[src/eectl_consts.vh]
`ifndef EECTL_CONSTS_VH
`define EECTL_CONSTS_VH
// ==================================================
// Register indexes (4-byte control block)
`define REG_MODULE_CONFIG   2'h0
`define REG_BLOCK_PROTECT   2'h1
`define REG_TEST_CONTROL    2'h2
`define REG_PROGRAM_CONTROL 2'h3
// ==================================================
// module_config fields
`define MC_WAIT_STOP   7
`define MC_PROT_LOCK   2
`define MC_PUMP_CLK    0
// ==================================================
// test_control fields
`define TC_ODD_ROW     7
`define TC_EVEN_ROW    6
`define TC_MARGIN      5
`define TC_PUMP_DIS    4
`define TC_RAMP_DIS    3
`define TC_MONITOR     2
`define TC_MASK        8'hfc
// ==================================================
// program_control fields
`define PC_BULK_PROT   7
`define PC_BYTE_SEL    4
`define PC_ROW_SEL     3
`define PC_ERASE       2
`define PC_LATCH       1
`define PC_PROGRAM     0
`define PC_MASK        8'h9f
// ==================================================
// Reset values
`define MC_RESET       8'h00
`define BP_RESET       8'h7f
`define TC_RESET       8'h00
`define PC_RESET       8'h80
// ==================================================
// Array map (12-bit offset within 4096 bytes)
`define ARR_AW         12
`define REG_BP6_BASE   12'h000
`define REG_BP5_BASE   12'h800
`define REG_BP4_BASE   12'hc00
`define REG_BP3_BASE   12'he00
`define REG_BP2_BASE   12'hf00
`define REG_BP1_BASE   12'hf80
`define REG_BP0_BASE   12'hfc0
// ==================================================
// Erase sizes
`define ERASE_BULK     2'h0
`define ERASE_ROW      2'h1
`define ERASE_BYTE     2'h2
`define ERASE_NONE     2'h3
// Pump ramp length in clk_en steps
`define RAMP_STEPS     4'hf
`endif

[src/pump_ramp.v]
`timescale 1ns/100ps
// ==================================================
// Charge pump progressive ramp-up
`include "eectl_consts.vh"
module pump_ramp (
   input  wire       clk,
   input  wire       rstn,
   input  wire       clk_en,
   input  wire       pump_on,
   input  wire       ramp_disable,
   output reg  [3:0] level
);
   always @(posedge clk or negedge rstn) begin
      if (!rstn) begin
         level <= 4'h0;
      end else if (!pump_on) begin
         level <= 4'h0;
      end else if (ramp_disable) begin
         level <= `RAMP_STEPS; // [RL10]
      end else if (clk_en && level != `RAMP_STEPS) begin
         level <= level + 4'h1; // [RL10]
      end
   end
endmodule // pump_ramp

[src/eeprom_program_erase_control.v]
// Functional notes
// RL1: Wait-stop bit set stops module clocking in wait mode; clear means unaffected.
// RL2: Protect lock freezes block protect and bulk protect; write-once in normal modes.
// RL3: Pump clock select 1 uses RC oscillator; 0 uses system clock, RC stopped.
// RL4: Block protect writes accepted only when program enable and lock are 0.
// RL5: Seven protect bits each guard one array region, 2048 down to 64 bytes.
// RL6: Test bits writable only in special modes; forced to 0 in normal modes.
// RL7: Odd/even row bits make bulk operations act on odd or even rows.
// RL8: Margin test bit selects margin test program/erase.
// RL9: Pump disable keeps pump off; otherwise pump on during program or erase.
// RL10: Ramp disable 0 ramps pump progressively; 1 skips ramp.
// RL11: Bulk protect refuses bulk and row erase; writable only when enable and lock 0.
// RL12: Byte/row select: 00 bulk, 01 row of 32 bytes, byte 1 byte/word.
// RL13: Erase bit selects erase; when 0 byte and row select have no effect.
// RL14: Byte erase outside test acts on latched address only, byte or aligned word.
// RL15: Latch enable blocks array reads; array writes then load address/data latches.
// RL16: Program enable sets only if latch already set; both together set latch only.
// RL17: While program enable, bulk protect, selects, erase and latch are frozen.
// RL18: While program enable, array writes ignored; latches held.
// RL19: Selects, erase, latch writable together or in any order when enable is 0.
// RL20: Software clears program enable, then latch enable, before reading.
// RL21: Software sequence: mode+latch, array write, enable, wait, clear enable, clear latch.
// RL22: Repeated operations without clearing latch enable are supported.
// RL23: Misaligned word write while latching latches only the lower byte.
// RL24: Stop mode removes program voltage and RC clock, keeps program enable.
// RL25: Pump enable output when programming, pump enabled and target unprotected.
`timescale 1ns/100ps
`include "eectl_consts.vh"
module eeprom_program_erase_control (
   input  wire        clk,
   input  wire        rstn,
   input  wire        special_mode_n,
   input  wire        wait_mode,
   input  wire        stop_mode,
   input  wire        ramp_tick,
   input  wire        reg_sel,
   input  wire [1:0]  reg_addr,
   input  wire        reg_wr,
   input  wire [7:0]  reg_wdata,
   output reg  [7:0]  reg_rdata,
   input  wire        arr_wr,
   input  wire        arr_rd,
   input  wire [11:0] arr_addr,
   input  wire        arr_word,
   input  wire [15:0] arr_wdata,
   output reg         arr_read_ok,
   output reg  [11:0] latch_addr,
   output reg  [15:0] latch_data,
   output reg         latch_word,
   output reg         latch_valid,
   output reg         module_clk_en,
   output reg         rc_osc_en,
   output reg         pump_clk_rc,
   output reg         pump_enable,
   output reg  [3:0]  pump_level,
   output reg         erase_mode,
   output reg  [1:0]  erase_size,
   output reg         odd_row_bulk,
   output reg         even_row_bulk,
   output reg         margin_test,
   output reg         pump_monitor,
   output reg         target_protected
);
   // ==================================================
   // Registers
   reg  [7:0] module_config_reg;
   reg  [7:0] block_protect_reg;
   reg  [7:0] test_control_reg;
   reg  [7:0] program_control_reg;
   reg        lock_written_reg;
   reg  [7:0] module_config_next;
   reg  [7:0] block_protect_next;
   reg  [7:0] test_control_next;
   reg  [7:0] program_control_next;
   wire [3:0] ramp_level;

   // ==================================================
   // Pin synchronisers (mode strobes come from pins)
   reg  [2:0] smod_sync;
   reg  [2:0] wait_sync;
   reg  [2:0] stop_sync;
   reg        smod_n;
   reg        in_wait;
   reg        in_stop;

   always @(posedge clk or negedge rstn) begin
      if (!rstn) begin
         smod_sync <= 3'h7;
         wait_sync <= 3'h0;
         stop_sync <= 3'h0;
         smod_n    <= 1'b1;
         in_wait   <= 1'b0;
         in_stop   <= 1'b0;
      end else begin
         smod_sync <= {smod_sync[1:0], special_mode_n};
         wait_sync <= {wait_sync[1:0], wait_mode};
         stop_sync <= {stop_sync[1:0], stop_mode};
         if (smod_sync[1] == smod_sync[2]) smod_n <= smod_sync[2];
         if (wait_sync[1] == wait_sync[2]) in_wait <= wait_sync[2];
         if (stop_sync[1] == stop_sync[2]) in_stop <= stop_sync[2];
      end
   end

   // ==================================================
   // Decode helpers
   function in_range;
      input [11:0] a;
      input [11:0] lo;
      input [11:0] hi;
      begin
         in_range = a >= lo && a < hi;
      end
   endfunction

   function [6:0] region_hit;
      input [11:0] a;
      begin
         region_hit[6] = a < `REG_BP5_BASE;
         region_hit[5] = in_range(a, `REG_BP5_BASE, `REG_BP4_BASE);
         region_hit[4] = in_range(a, `REG_BP4_BASE, `REG_BP3_BASE);
         region_hit[3] = in_range(a, `REG_BP3_BASE, `REG_BP2_BASE);
         region_hit[2] = in_range(a, `REG_BP2_BASE, `REG_BP1_BASE);
         region_hit[1] = in_range(a, `REG_BP1_BASE, `REG_BP0_BASE);
         region_hit[0] = a >= `REG_BP0_BASE;
      end
   endfunction

   function [1:0] size_of;
      input [7:0] pc;
      begin
         if (!pc[`PC_ERASE])
            size_of = `ERASE_NONE; // [RL13]
         else if (pc[`PC_BYTE_SEL])
            size_of = `ERASE_BYTE; // [RL12]
         else if (pc[`PC_ROW_SEL])
            size_of = `ERASE_ROW; // [RL12]
         else
            size_of = `ERASE_BULK; // [RL12]
      end
   endfunction

   function wr_hit;
      input       sel;
      input       wr;
      input [1:0] addr;
      input [1:0] idx;
      begin
         wr_hit = sel && wr && addr == idx;
      end
   endfunction

   function guarded;
      input [6:0] hits;
      input [7:0] bp;
      begin
         guarded = |(hits & bp[6:0]);
      end
   endfunction

   wire       pgm_on   = program_control_reg[`PC_PROGRAM];
   wire       lat_on   = program_control_reg[`PC_LATCH];
   wire       locked   = module_config_reg[`MC_PROT_LOCK];
   wire       wr_mc    = wr_hit(reg_sel, reg_wr, reg_addr, `REG_MODULE_CONFIG);
   wire       wr_bp    = wr_hit(reg_sel, reg_wr, reg_addr, `REG_BLOCK_PROTECT);
   wire       wr_tc    = wr_hit(reg_sel, reg_wr, reg_addr, `REG_TEST_CONTROL);
   wire       wr_pc    = wr_hit(reg_sel, reg_wr, reg_addr, `REG_PROGRAM_CONTROL);
   wire [1:0] cur_size = size_of(program_control_reg);
   wire       test_rows = test_control_reg[`TC_ODD_ROW] | test_control_reg[`TC_EVEN_ROW];

   // ==================================================
   // Register write rules
   always @* begin
      module_config_next   = module_config_reg;
      block_protect_next   = block_protect_reg;
      test_control_next    = test_control_reg;
      program_control_next = program_control_reg;
      if (wr_mc) begin
         module_config_next[`MC_WAIT_STOP] = reg_wdata[`MC_WAIT_STOP];
         module_config_next[`MC_PUMP_CLK]  = reg_wdata[`MC_PUMP_CLK]; // [RL3]
         // Normal modes: one write only; special modes: any time
         if (!smod_n || !lock_written_reg)
            module_config_next[`MC_PROT_LOCK] = reg_wdata[`MC_PROT_LOCK]; // [RL2]
      end
      if (wr_bp && !pgm_on && !locked)
         block_protect_next = {1'b0, reg_wdata[6:0]}; // [RL4] [RL2]
      if (wr_tc && !smod_n)
         test_control_next = reg_wdata & `TC_MASK; // [RL6]
      if (!smod_n)
         test_control_next = test_control_next;
      else
         test_control_next = 8'h00; // [RL6]
      if (wr_pc) begin
         if (!pgm_on) begin
            // Any mix of these in one write is fine
            program_control_next[`PC_BYTE_SEL] = reg_wdata[`PC_BYTE_SEL]; // [RL19]
            program_control_next[`PC_ROW_SEL]  = reg_wdata[`PC_ROW_SEL]; // [RL19]
            program_control_next[`PC_ERASE]    = reg_wdata[`PC_ERASE]; // [RL19]
            program_control_next[`PC_LATCH]    = reg_wdata[`PC_LATCH]; // [RL19]
            if (!locked)
               program_control_next[`PC_BULK_PROT] = reg_wdata[`PC_BULK_PROT]; // [RL11] [RL2]
            // Enable needs latch set before and kept by this write
            program_control_next[`PC_PROGRAM] = reg_wdata[`PC_PROGRAM] & lat_on & reg_wdata[`PC_LATCH]; // [RL16]
         end else begin
            // Only the enable bit may change while voltage is applied
            program_control_next[`PC_PROGRAM] = reg_wdata[`PC_PROGRAM]; // [RL17] [RL22]
         end
      end
   end

   always @(posedge clk or negedge rstn) begin
      if (!rstn) begin
         module_config_reg   <= `MC_RESET;
         block_protect_reg   <= `BP_RESET;
         test_control_reg    <= `TC_RESET;
         program_control_reg <= `PC_RESET;
         lock_written_reg    <= 1'b0;
      end else begin
         module_config_reg   <= module_config_next;
         block_protect_reg   <= block_protect_next;
         test_control_reg    <= test_control_next;
         program_control_reg <= program_control_next;
         if (wr_mc) lock_written_reg <= 1'b1; // [RL2]
      end
   end

   // ==================================================
   // Address/data latches
   always @(posedge clk or negedge rstn) begin
      if (!rstn) begin
         latch_addr  <= 12'h000;
         latch_data  <= 16'h0000;
         latch_word  <= 1'b0;
         latch_valid <= 1'b0;
      end else if (!lat_on) begin
         latch_valid <= 1'b0;
      end else if (arr_wr && !pgm_on) begin // [RL18]
         latch_addr  <= arr_addr; // [RL15]
         latch_valid <= 1'b1;
         if (arr_word && !arr_addr[0]) begin
            latch_data <= arr_wdata; // [RL14]
            latch_word <= 1'b1;
         end else begin
            // Misaligned word: low byte only, word op lost
            latch_data <= {8'h00, arr_wdata[7:0]}; // [RL23]
            latch_word <= 1'b0; // [RL14]
         end
      end
   end

   // ==================================================
   // Protection and pump control
   wire [6:0] hit      = region_hit(latch_addr);
   wire [6:0] hit_word = region_hit(latch_addr | {11'h000, latch_word});
   wire       bytes_prot = guarded(hit | hit_word, block_protect_reg); // [RL5]
   wire       whole_prot = guarded(7'h7f, block_protect_reg) | program_control_reg[`PC_BULK_PROT]; // [RL11]
   wire       row_prot   = guarded(hit, block_protect_reg) | program_control_reg[`PC_BULK_PROT]; // [RL11]
   reg        prot_now;
   always @* begin
      case (cur_size)
         `ERASE_BULK: prot_now = whole_prot;
         `ERASE_ROW:  prot_now = test_rows ? whole_prot : row_prot;
         `ERASE_BYTE: prot_now = test_rows ? whole_prot : bytes_prot; // [RL14] [RL7]
         default:     prot_now = bytes_prot;
      endcase
   end

   // Stop mode drops voltage but leaves the enable bit alone
   wire pump_run = pgm_on && !in_stop && !test_control_reg[`TC_PUMP_DIS] && !prot_now; // [RL9] [RL24] [RL25]

   pump_ramp u_ramp (
      .clk          (clk),
      .rstn         (rstn),
      .clk_en       (ramp_tick),
      .pump_on      (pump_run),
      .ramp_disable (test_control_reg[`TC_RAMP_DIS]),
      .level        (ramp_level)
   );

   // ==================================================
   // Register readback and array read gate
   // Follows reg_addr without reg_sel; reads have no side effects
   always @(posedge clk or negedge rstn) begin
      if (!rstn) begin
         reg_rdata   <= 8'h00;
         arr_read_ok <= 1'b1;
      end else begin
         case (reg_addr)
            `REG_MODULE_CONFIG:   reg_rdata <= module_config_reg;
            `REG_BLOCK_PROTECT:   reg_rdata <= block_protect_reg;
            `REG_TEST_CONTROL:    reg_rdata <= test_control_reg;
            default:              reg_rdata <= program_control_reg & `PC_MASK;
         endcase
         arr_read_ok <= !lat_on; // [RL15] [RL20]
      end
   end

   // ==================================================
   // Clock controls
   always @(posedge clk or negedge rstn) begin
      if (!rstn) begin
         module_clk_en <= 1'b1;
         rc_osc_en     <= 1'b0;
         pump_clk_rc   <= 1'b0;
      end else begin
         module_clk_en <= !(in_wait && module_config_reg[`MC_WAIT_STOP]); // [RL1]
         pump_clk_rc   <= module_config_reg[`MC_PUMP_CLK]; // [RL3]
         rc_osc_en     <= module_config_reg[`MC_PUMP_CLK] && !in_stop; // [RL3] [RL24]
      end
   end

   // ==================================================
   // Pump and erase configuration
   always @(posedge clk or negedge rstn) begin
      if (!rstn) begin
         pump_enable      <= 1'b0;
         pump_level       <= 4'h0;
         erase_mode       <= 1'b0;
         erase_size       <= `ERASE_NONE;
         target_protected <= 1'b0;
      end else begin
         pump_enable      <= pump_run; // [RL25]
         pump_level       <= ramp_level; // [RL10]
         erase_mode       <= program_control_reg[`PC_ERASE]; // [RL13]
         erase_size       <= cur_size; // [RL12]
         target_protected <= prot_now;
      end
   end

   // ==================================================
   // Test mode outputs
   always @(posedge clk or negedge rstn) begin
      if (!rstn) begin
         odd_row_bulk  <= 1'b0;
         even_row_bulk <= 1'b0;
         margin_test   <= 1'b0;
         pump_monitor  <= 1'b0;
      end else begin
         odd_row_bulk  <= test_control_reg[`TC_ODD_ROW]; // [RL7]
         even_row_bulk <= test_control_reg[`TC_EVEN_ROW]; // [RL7]
         margin_test   <= test_control_reg[`TC_MARGIN]; // [RL8]
         pump_monitor  <= test_control_reg[`TC_MONITOR];
      end
   end
endmodule // eeprom_program_erase_control

[config.mk]
export PLATFORM = sky130hd
export DESIGN_NAME = eeprom_program_erase_control
export DESIGN_NICKNAME = d
export VERILOG_FILES = /design/src/pump_ramp.v /design/src/eeprom_program_erase_control.v
export VERILOG_INCLUDE_DIRS = /design/src /design/src/src
export SDC_FILE = /design/constraint.sdc
export NUM_CORES = 1
export LEC_CHECK = 0
export ABC_AREA = 0
export BUFFER_PORTS_ARGS = -buffer_cell sky130_fd_sc_hd__clkbuf_2
export CAP_MARGIN = 20
export CORE_AREA = 3 3 91 93
export CTS_BUF_LIST = sky130_fd_sc_hd__clkbuf_8
export DETAILED_ROUTE_END_ITERATION = 8
export DIE_AREA = 0 0 94 96
export HOLD_SLACK_MARGIN = 0.15
export PLACE_DENSITY = 0.77
export SETUP_SLACK_MARGIN = 0.2
export SLEW_MARGIN = 20
export SYNTH_ARGS = -nofsm -noshare
export SYNTH_HDL_FRONTEND = slang
export SYNTH_HIERARCHICAL = 1
export SYNTH_SLANG_ARGS = --single-unit
[constraint.sdc]
create_clock -name clk -period 1.9 [get_ports clk]
set_clock_uncertainty 0.2 [all_clocks]
set_input_delay 0.38 -clock clk [delete_from_list [all_inputs] [get_ports clk]]
set_output_delay 0.38 -clock clk [all_outputs]
set_load 0.005 [all_outputs]
* Word level (Yosys, flattened, before mapping)
Cells that the tools add are included.
** Operators by class
- $add $sub $neg :: 1
- $lt $le $gt $ge :: 24
- Equality and inequality tests :: 11
- Muxes and demuxes :: 17
- Bitwise gates (word level) :: 11
- Reductions and logical operators :: 47
** Operators by type and width (count)
- $ge 12x12->1 const B :: 12
- $lt 12x12->1 const B :: 12
- $logic_and 1x1->1 :: 26
- $pmux 8 s3 :: 1
- $reduce_or 7->1 :: 3
- $mux 16 :: 1
- $mux 8 :: 2
- $and 7x7->7 :: 2
- $mux 4 :: 3
- $or 12x1->12 :: 1
- $logic_not 1->1 :: 10
- $mux 1 :: 7
- $or 7x7->7 :: 1
- $eq 2x2->1 const B :: 3
- $reduce_and 2->1 :: 3
- $add 4x1->4 const B :: 1
- $eq 2x1->1 const B :: 2
- $logic_not 2->1 :: 2
- $mux 2 :: 2
- $ne 4x4->1 const B :: 1
- $eq 1x1->1 :: 3
- $ne 3x2->1 const B :: 1
- $or 1x1->1 :: 3
- $pmux 1 s3 :: 1
- other kinds (6) :: 8
** Word-level totals
- Register bits :: 96
- Bits of input ports :: 49
- Output and inout bits :: 55
- Logic and storage cells :: 144

* Longest topological paths before layout
Gate-level depths: netlist (run 1).
- Word-level depth :: 11
- Mapped depth :: 6
- Gate-level depth less buffers :: 6

* Modules after synthesis
Netlist (run 1), hierarchy kept.
** By module, submodules not included
- eeprom_program_erase_control :: times used 1, cells an instance 241, area each 3392.0 µm², seq. area each 2272.2 µm²
- pump_ramp :: times used 1, cells an instance 21, area each 227.7 µm², seq. area each 100.1 µm²

* Least setup slack after synthesis (run 1)
Ideal clock, no wire load.
- Path type :: flip-flop to flip-flop
- Start :: register test_control_reg[7]
- End :: register u_ramp.level[0]
- Library setup time :: 0.086 ns
- Data arrival time :: 1.638 ns
- Required time :: 1.614 ns
- Slack :: -0.024 ns
- Cell stages (with the launch flop) :: 7
- Buffers on the path :: 0
- Clock period less this slack :: 1.924 ns
- Cells stage by stage :: dfrtp_1 > or3b_1 > and3_4 > a221oi_2 > and4_1 > o31ai_1 > nor3_1
** On the way
- Cells in the longest elaborated chain, start to end :: 6
** RTL lines
- start: declaration :: RTL line eeprom_program_erase_control.v:68 : reg [7:0] test_control_reg;
- start signal: assignment :: RTL line eeprom_program_erase_control.v:214 : test_control_reg <= `TC_RESET;
- start signal: assignment :: RTL line eeprom_program_erase_control.v:220 : test_control_reg <= test_control_next;
- $or 1x1->1 * :: RTL line eeprom_program_erase_control.v:168 : wire test_rows = test_control_reg[`TC_ODD_ROW] | test_control_reg[`TC_EVEN_ROW];
- $mux 1 (on tied branches) :: RTL line eeprom_program_erase_control.v:262, eeprom_program_erase_control.v:261
- $pmux 1 s3 * :: RTL line eeprom_program_erase_control.v:259 : case (cur_size)
- $logic_not 1->1 * :: RTL line eeprom_program_erase_control.v:268 : wire pump_run = pgm_on && !in_stop && !test_control_reg[`TC_PUMP_DIS] && !prot_now;
- $logic_and 1x1->1 * :: RTL line eeprom_program_erase_control.v:268
- net pump_run :: RTL line eeprom_program_erase_control.v:268
- $ne 3x2->1 (no source line) or $mux 4 (tied branches)
- end signal: assignment :: RTL line pump_ramp.v:19 : level <= `RAMP_STEPS;
- end signal: assignment :: RTL line pump_ramp.v:21 : level <= level + 4'h1;
- end: declaration :: RTL line pump_ramp.v:11 : output reg [3:0] level
The timed path passes the listed nets; every way through them passes the cells marked *.
A chain may end at the register's enable or synchronous reset.

* Final worst setup path (run 1)
- Start :: register test_control_reg[6]
- End :: register u_ramp.level[0]
Same word-level chain as after synthesis.

==> reports/qor.csv, run 1 <==
metric,value,unit
run status,finished with violations,
failing checks,setup timing,
Main synth FF type,dfrtp_1,
Layout Utilization,0.675,
htree depth,3,
nets,484,
Worst Setup EP,u_ramp/level[0]$_DFFE_PN0P_,
slowest CP cell,or3b_4,
ANT cells,0,
worst hold path class,reg2reg,
"Seq/Total Area, Yosys",0.655,
relative slew slack,0.699,
grt met3 use,0.0438,
max reg flops,16,
ratio of cells with drive above 1 in the final layout,0.392,
VDD IR-drop max,0.000668,V
initial antenna violation count,0,
full die area,9020,µm²
port bufs,102,
pwr dens,1150,nW/µm²
Syn Area/Cell,13.8,µm²
Mapped Area,3620,µm²
clk root buf,clkbuf_8,
pin count of the biggest net entering global routing,40,
r2r endpoint,u_ramp/level[0]$_DFFE_PN0P_,
RSZ-0062 raised after global routing,true,
grt total ovfl,0,
Reg2Reg Depth,6,
Largest Register,latch_data,
global routing usage on met2,0.328,
CP max stage delay,0.40,ns
row cnt,32,
Ports,104,
die boundary height,96,µm
placer congestion estimate,0.868,
sequential cell area,2370,µm²
Startpoint Class,flop,
Hold Fails Final Rpt,0,
DRT Pass-1 Iters,4,
post-route minimum period,2.03,ns
Via density,5.05,
fmax,492,MHz
width of the die,94,µm
gr usage total,0.196,
"Clk Latency, worst-skew pair",0.35,ns
dpl hpwl,5650,µm
wire per inst,15.3,µm
Worst Setup End Kind,flop,
Core Box Area,7610,µm²
starting density of the core,0.476,
GR peak layer,met2,
Worst Max-Slew Pin Slew,0.452,ns
DRC viols,0,
Synth Instances,262,
Async SR Flop Fraction,1.00,
first-pass GRT wire length,13700,µm
maximum fanout along the worst path,3,
multi-input logic area,1220,µm²
Clock Path Buffers,2,
CTS Buf Count,9,
register bit count reported by yosys,94,
clk sinks,94,
"Area growth, synth to finish",41.8,%
Synthesis Warnings,6,
crit share post-route,1.07,
critical path depth,6,
CP Launch Point,test_control_reg[6]$_DFFE_PN0P_,
Clock Pin Slew Worst Setup and Hold Paths,0.09,ns
DR iter-0 viols,94,
Design Power,5910,µW
Post-Place Cells,483,
CTS tree,built,
Final Setup Violations,4,
crit-path cells,or3b_4 > and3_4 > a221oi_2 > and4_4 > o31ai_2 > nor3_1,
post-synth cell types,46,
"non-filler cells, final",541,
r2r setup slk,-0.13,ns
max-cap viol count,0,
Synthesized Nets,312,
Crit path max-delay family,simple AND/OR/NAND/NOR gates,
CP Class,reg2reg,
Top Registers,"latch_data x16, latch_addr x12, reg_rdata x8",
reg-to-reg critical path startpoint,test_control_reg[6]$_DFFE_PN0P_,
M1 GR Usage,0.249,
pre-CTS WS,-0.147,ns
# fillers,588,
CP Buf/Inv Count,0,
Critical Path RT,1.96,ns
Total Routed Length,8270,µm
final setup margin,-0.133,ns
number of synthesized flops with an enable pin,0,
Final Slew Violations,0,
vias post-DR,2732,
LEAKAGE,0.00251,µW
"Data arrival, critical path",2.09,ns
Detail Route Antenna Nets,0,
vias in the first global route,2858,
-- synth_stat cells (2+ instances only) --
cell / instances / area, µm²
nand3b_1: 2 / 15.0
dfstp_2: 16 / 420
nor2_1: 11 / 41.3
nor3_1: 6 / 30.0
clkbuf_1: 2 / 7.51
maj3_1: 3 / 30.0
buf_2: 4 / 20.0
o21ai_0: 3 / 15.0
a22o_1: 5 / 43.8
and3_1: 2 / 12.5
dfrtp_1: 78 / 1950
nor3b_1: 2 / 15.0
nand3_1: 3 / 15.0
and4_1: 3 / 26.3
nor2b_1: 6 / 37.5
a31oi_1: 2 / 12.5
nor4b_1: 2 / 17.5
nor4_1: 2 / 12.5
nand4_1: 2 / 12.5
mux2_1: 37 / 417
nand2b_1: 3 / 18.8
o21ai_1: 9 / 45.0
mux2i_1: 9 / 90.1
nand2_1: 27 / 101
a21oi_1: 2 / 10.0
-- logic make-up (layout without fill, tap and decap cells) --
logic type	after synthesis	in the layout	share of synthesized area
AOI/OAI and AO/OA	28	28	0.0529
adders and majority gates	4	4	0.0118
buffers and inverters	9	186	0.0118
DFF	94	94	0.655
muxes	48	48	0.149
and+or+nand+nor	79	79	0.119
-- layer usage --
layer  part of all wire  vias to the layer above  wire [µm]
met4              0.018                        0        148
met1               0.41                     1350       3420
met5                  0                        -          0
li1                   -                     1273          -
met3              0.061                       12        508
met2               0.51                       97       4190
-- layout by cell type, fill, tap and decap left out, drive strengths merged, types with 9 or more instances in the layout --
cell / synthesis / final
dfstp: 16 / 16
clkbuf: 2 / 112
dfrtp: 78 / 78
buf: 6 / 28
dlygate4sd3: 0 / 40
mux2: 38 / 38
nor2: 11 / 11
mux2i: 9 / 9
nand2: 27 / 27
o21ai: 12 / 12
-- per-stage QoR --
step / hold WS (ns) / TNS, ns / area, µm²
3_5_place_dp: 0.135 / -0.286 / 4450
3_3_place_gp: 0.132 / -0.106 / 4450
6_report: 0.157 / -0.400 / 5130
2_1_floorplan: -0.116 / -0.0161 / 3620
5_1_grt: 0.177 / -0.759 / 5130
4_1_cts: 0.158 / -0.156 / 5110
-- cell type report --
type                    instances  share of cell area
flip-flops and latches         94               0.462
multi-input cells             159               0.237
repair buffers                169               0.225
clock buffers                  11              0.0295
well taps                     102              0.0249
clock inverters                 5              0.0205
inverters                       1            0.000732
-- timing repair --
item | CTS | global route
hold buffers | 40 | 0
endpoints found under the hold margin | 98 | 0
pin swaps | 1 | 4
setup buffers | 1 | 1
endpoints found under the setup margin | 5 | 14
resized for setup | 2 | 3
-- where the power goes --
group	switching (µW)	internal (µW)	total [µW]
Sequential	308	2520	2830
Clock	673	946	1620
Combinational	627	837	1460
-- worst min path at each step --
stage                     slack [ns]  cells past startpoint                     end                    from
final                           0.16                      0  wait_sync[1]$_DFF_PN0_  wait_sync[0]$_DFF_PN0_
after global routing            0.18                      0  wait_sync[1]$_DFF_PN0_  wait_sync[0]$_DFF_PN0_
after CTS                       0.16                      0  stop_sync[1]$_DFF_PN0_  stop_sync[0]$_DFF_PN0_
after detailed placement        0.13                      0  stop_sync[1]$_DFF_PN0_  stop_sync[0]$_DFF_PN0_
after global placement          0.13                      0  stop_sync[1]$_DFF_PN0_  stop_sync[0]$_DFF_PN0_
after floorplan                -0.12                      0    erase_mode$_DFF_PN0_                    rstn
Note: power is estimated with default switching activity, not from simulation.
==> run 2: changes to the inputs <==
- MAX_ROUTING_LAYER: not set -> met4
- RECOVER_POWER: not set -> 25
==> run 2 against run 1 <==
- first-iteration DRC count is 19% higher
- clock power is 19% lower
- maximum frequency is 1.6% lower
- critical endpoint unchanged
- worst hold slack worse by 0.00082 ns
- global-route usage is 0.94 points higher
- worst setup slack worse by 0.032 ns
- sequential power hardly changed
- flip-flop and latch count stayed put
- power is 4.5% lower
- final area is 0.83% lower
- the flow still finishes with violations (setup timing)
==> reports/qor.csv, run 2 (synthesis gave the netlist of run 1 again) <==
metric,value,unit,change
"non-filler cells, final",541,,unchanged
pwr dens,1110,nW/µm²,-3.7%
Int Pwr,4000,µW,-7.1%
ratio of cells with drive above 1 in the final layout,0.383,,-0.00911
# fillers,568,,-3.4%
"Area growth, synth to finish",40.6,%,
DRC viols,0,,unchanged
Layout Utilization,0.669,,-0.00559
CP max stage delay,0.40,ns,about the same
clk sinks,94,,unchanged
NetSw,1650,µW,+2.6%
full die area,9020,µm²,unchanged
Critical Path RT,1.97,ns,about the same
"Clk Latency, worst-skew pair",0.36,ns,about the same
met3 routed WL,518,µm,+2.0%
Startpoint Class,flop,,
row cnt,32,,unchanged
Worst Setup End Kind,flop,,
max reg flops,16,,unchanged
DR iter-0 viols,112,,+19%
RSZ-0062 raised after global routing,true,,
CP Buf/Inv Count,0,,unchanged
vias in the first global route,2743,,-4.0%
"commonest non-fill, non-tap cell in the layout",clkbuf_2,,
worst hold path class,reg2reg,,
Via density,5.03,,-0.48%
starting density of the core,0.476,,unchanged
Ports,104,,unchanged
ANT cells,0,,unchanged
nets,484,,unchanged
Top Registers,"latch_data x16, latch_addr x12, reg_rdata x8",,
multi-input logic area,1240,µm²,+2.1%
Total Routed Length,8530,µm,+3.1%
gr usage total,0.205,,+0.00943
maximum fanout along the worst path,3,,unchanged
fmax,484,MHz,-1.6%
Post-Place Cells,483,,unchanged
dpl hpwl,5650,µm,about the same
Hold Fails Final Rpt,0,,unchanged
pin count of the biggest net entering global routing,40,,unchanged
Largest Register,latch_data,,
die boundary height,96,µm,unchanged
Clock Pin Slew Worst Setup and Hold Paths,0.09,ns,about the same
Comb power frac,0.264,,+0.016
slowest CP cell,or3b_4,,
Crit path max-delay family,simple AND/OR/NAND/NOR gates,,
grt total ovfl,0,,unchanged
Fin Hold WS,0.156,ns,-0.000821 ns
VDD IR-drop max,0.000652,V,-2.3%
Detail Route Antenna Nets,0,,unchanged
run status,finished with violations,,
CTS tree,built,,
htree depth,3,,unchanged
met2 wire len,4280,µm,+2.3%
DRT Pass-1 Iters,4,,unchanged
Worst Max-Slew Pin Slew,0.833,ns,+0.381 ns
Final Slew Violations,0,,unchanged
Clock Path Buffers,2,,unchanged
Sw Share,0.292,,+0.0201
LEAKAGE,0.00248,µW,-1.3%
final setup margin,-0.166,ns,-0.0322 ns
setup TNS,-0.525,ns,-0.126 ns
most frequent cells in the layout,"101 x clkbuf_2, 78 x dfrtp_1, 40 x dlygate4sd3_1",,
port bufs,102,,unchanged
Core Box Area,7610,µm²,unchanged
crit share post-route,1.09,,+0.0170
relative slew slack,0.445,,-0.254
"Data arrival, critical path",2.14,ns,+0.05 ns
wire per inst,15.8,µm,+3.1%
highest routed layer,met4,,
WL met1,3560,µm,+3.9%
failing checks,setup timing,,
placer congestion estimate,0.887,,+2.2%
sequential cell area,2370,µm²,unchanged
initial antenna violation count,0,,unchanged
max-cap viol count,0,,unchanged
width of the die,94,µm,unchanged
clk root buf,clkbuf_8,,
Clk pwr share,0.234,,-0.040
crit-path cells,or3b_4 > and3_4 > a221oi_4 > and4_4 > o31ai_4 > nor3_2,,
vias post-DR,2719,,-0.48%
sequential share of power,0.502,,+0.023
first-pass GRT wire length,13700,µm,about the same
post-route minimum period,2.07,ns,+0.0322 ns
CTS Buf Count,9,,unchanged
Final Setup Violations,4,,unchanged
CP Class,reg2reg,,
-- run 2: changes by cell type in the layout (fill, tap and decap cells not counted), moves of 2 or more --
cell and change:
buf_4 -5, clkbuf_4 +2, clkbuf_1 +3, bufinv_16 -2
-- run 2: area by class of cell --
cell class                      instances  share of cell area
Tap cell                              102              0.0251
Inverter                                1            0.000738
Multi-Input combinational cell        159               0.244
Clock inverter                          6              0.0123
Sequential cell                        94               0.466
Clock buffer                           10              0.0270
Timing Repair Buffer                  169               0.224
-- run 2: final timing paths --
check / start / slack (ns) / cells past startpoint / end
max: test_control_reg[6]$_DFFE_PN0P_ / -0.17 / 6 / u_ramp/level[0]$_DFFE_PN0P_
min: stop_sync[0]$_DFF_PN0_ / 0.16 / 0 / stop_sync[1]$_DFF_PN0_
max in group asynchronous: rstn / 0.34 / 3 / erase_size[0]$_DFF_PN1_
min in group asynchronous: rstn / 0.46 / 2 / wait_sync[0]$_DFF_PN0_
max reg2reg: test_control_reg[6]$_DFFE_PN0P_ / -0.17 / 6 / u_ramp/level[0]$_DFFE_PN0P_
min reg2reg: stop_sync[0]$_DFF_PN0_ / 0.16 / 0 / stop_sync[1]$_DFF_PN0_
-- run 2: through the flow --
step,total power [µW],setup WS (ns),instance area [µm²]
after CTS,5640,-0.0870,5060
final,5650,-0.166,5090
after global placement,4200,-0.0901,4450
after global routing,6010,-0.251,5090
after detailed placement,4250,-0.118,4450
after floorplan,3420,-0.0161,3620
-- run 2: per-layer routing --
metal  up-vias  GRT usage
li1       1276          -
met3        15     0.0407
met1      1325      0.267
met2       103      0.320
met5         -          -
met4         0     0.0794
-- run 2: power by group through the flow --
stage	logic [µW]	registers [µW]	clock network, µW
CTS	1460	2830	1350
floorplan	556	2870	0
finish	1490	2830	1320
global route	1650	2900	1460
detailed placement	1390	2860	0
global placement	1360	2850	0
-- run 2: repair_timing --
item                                    4_1_cts  5_1_grt
hold endpoints to repair                    133        0
setup buffers                                 1        1
hold buffers                                 40        0
endpoints found under the setup margin        5       14
gates resized for setup                       2        6
pin swaps                                     1        5
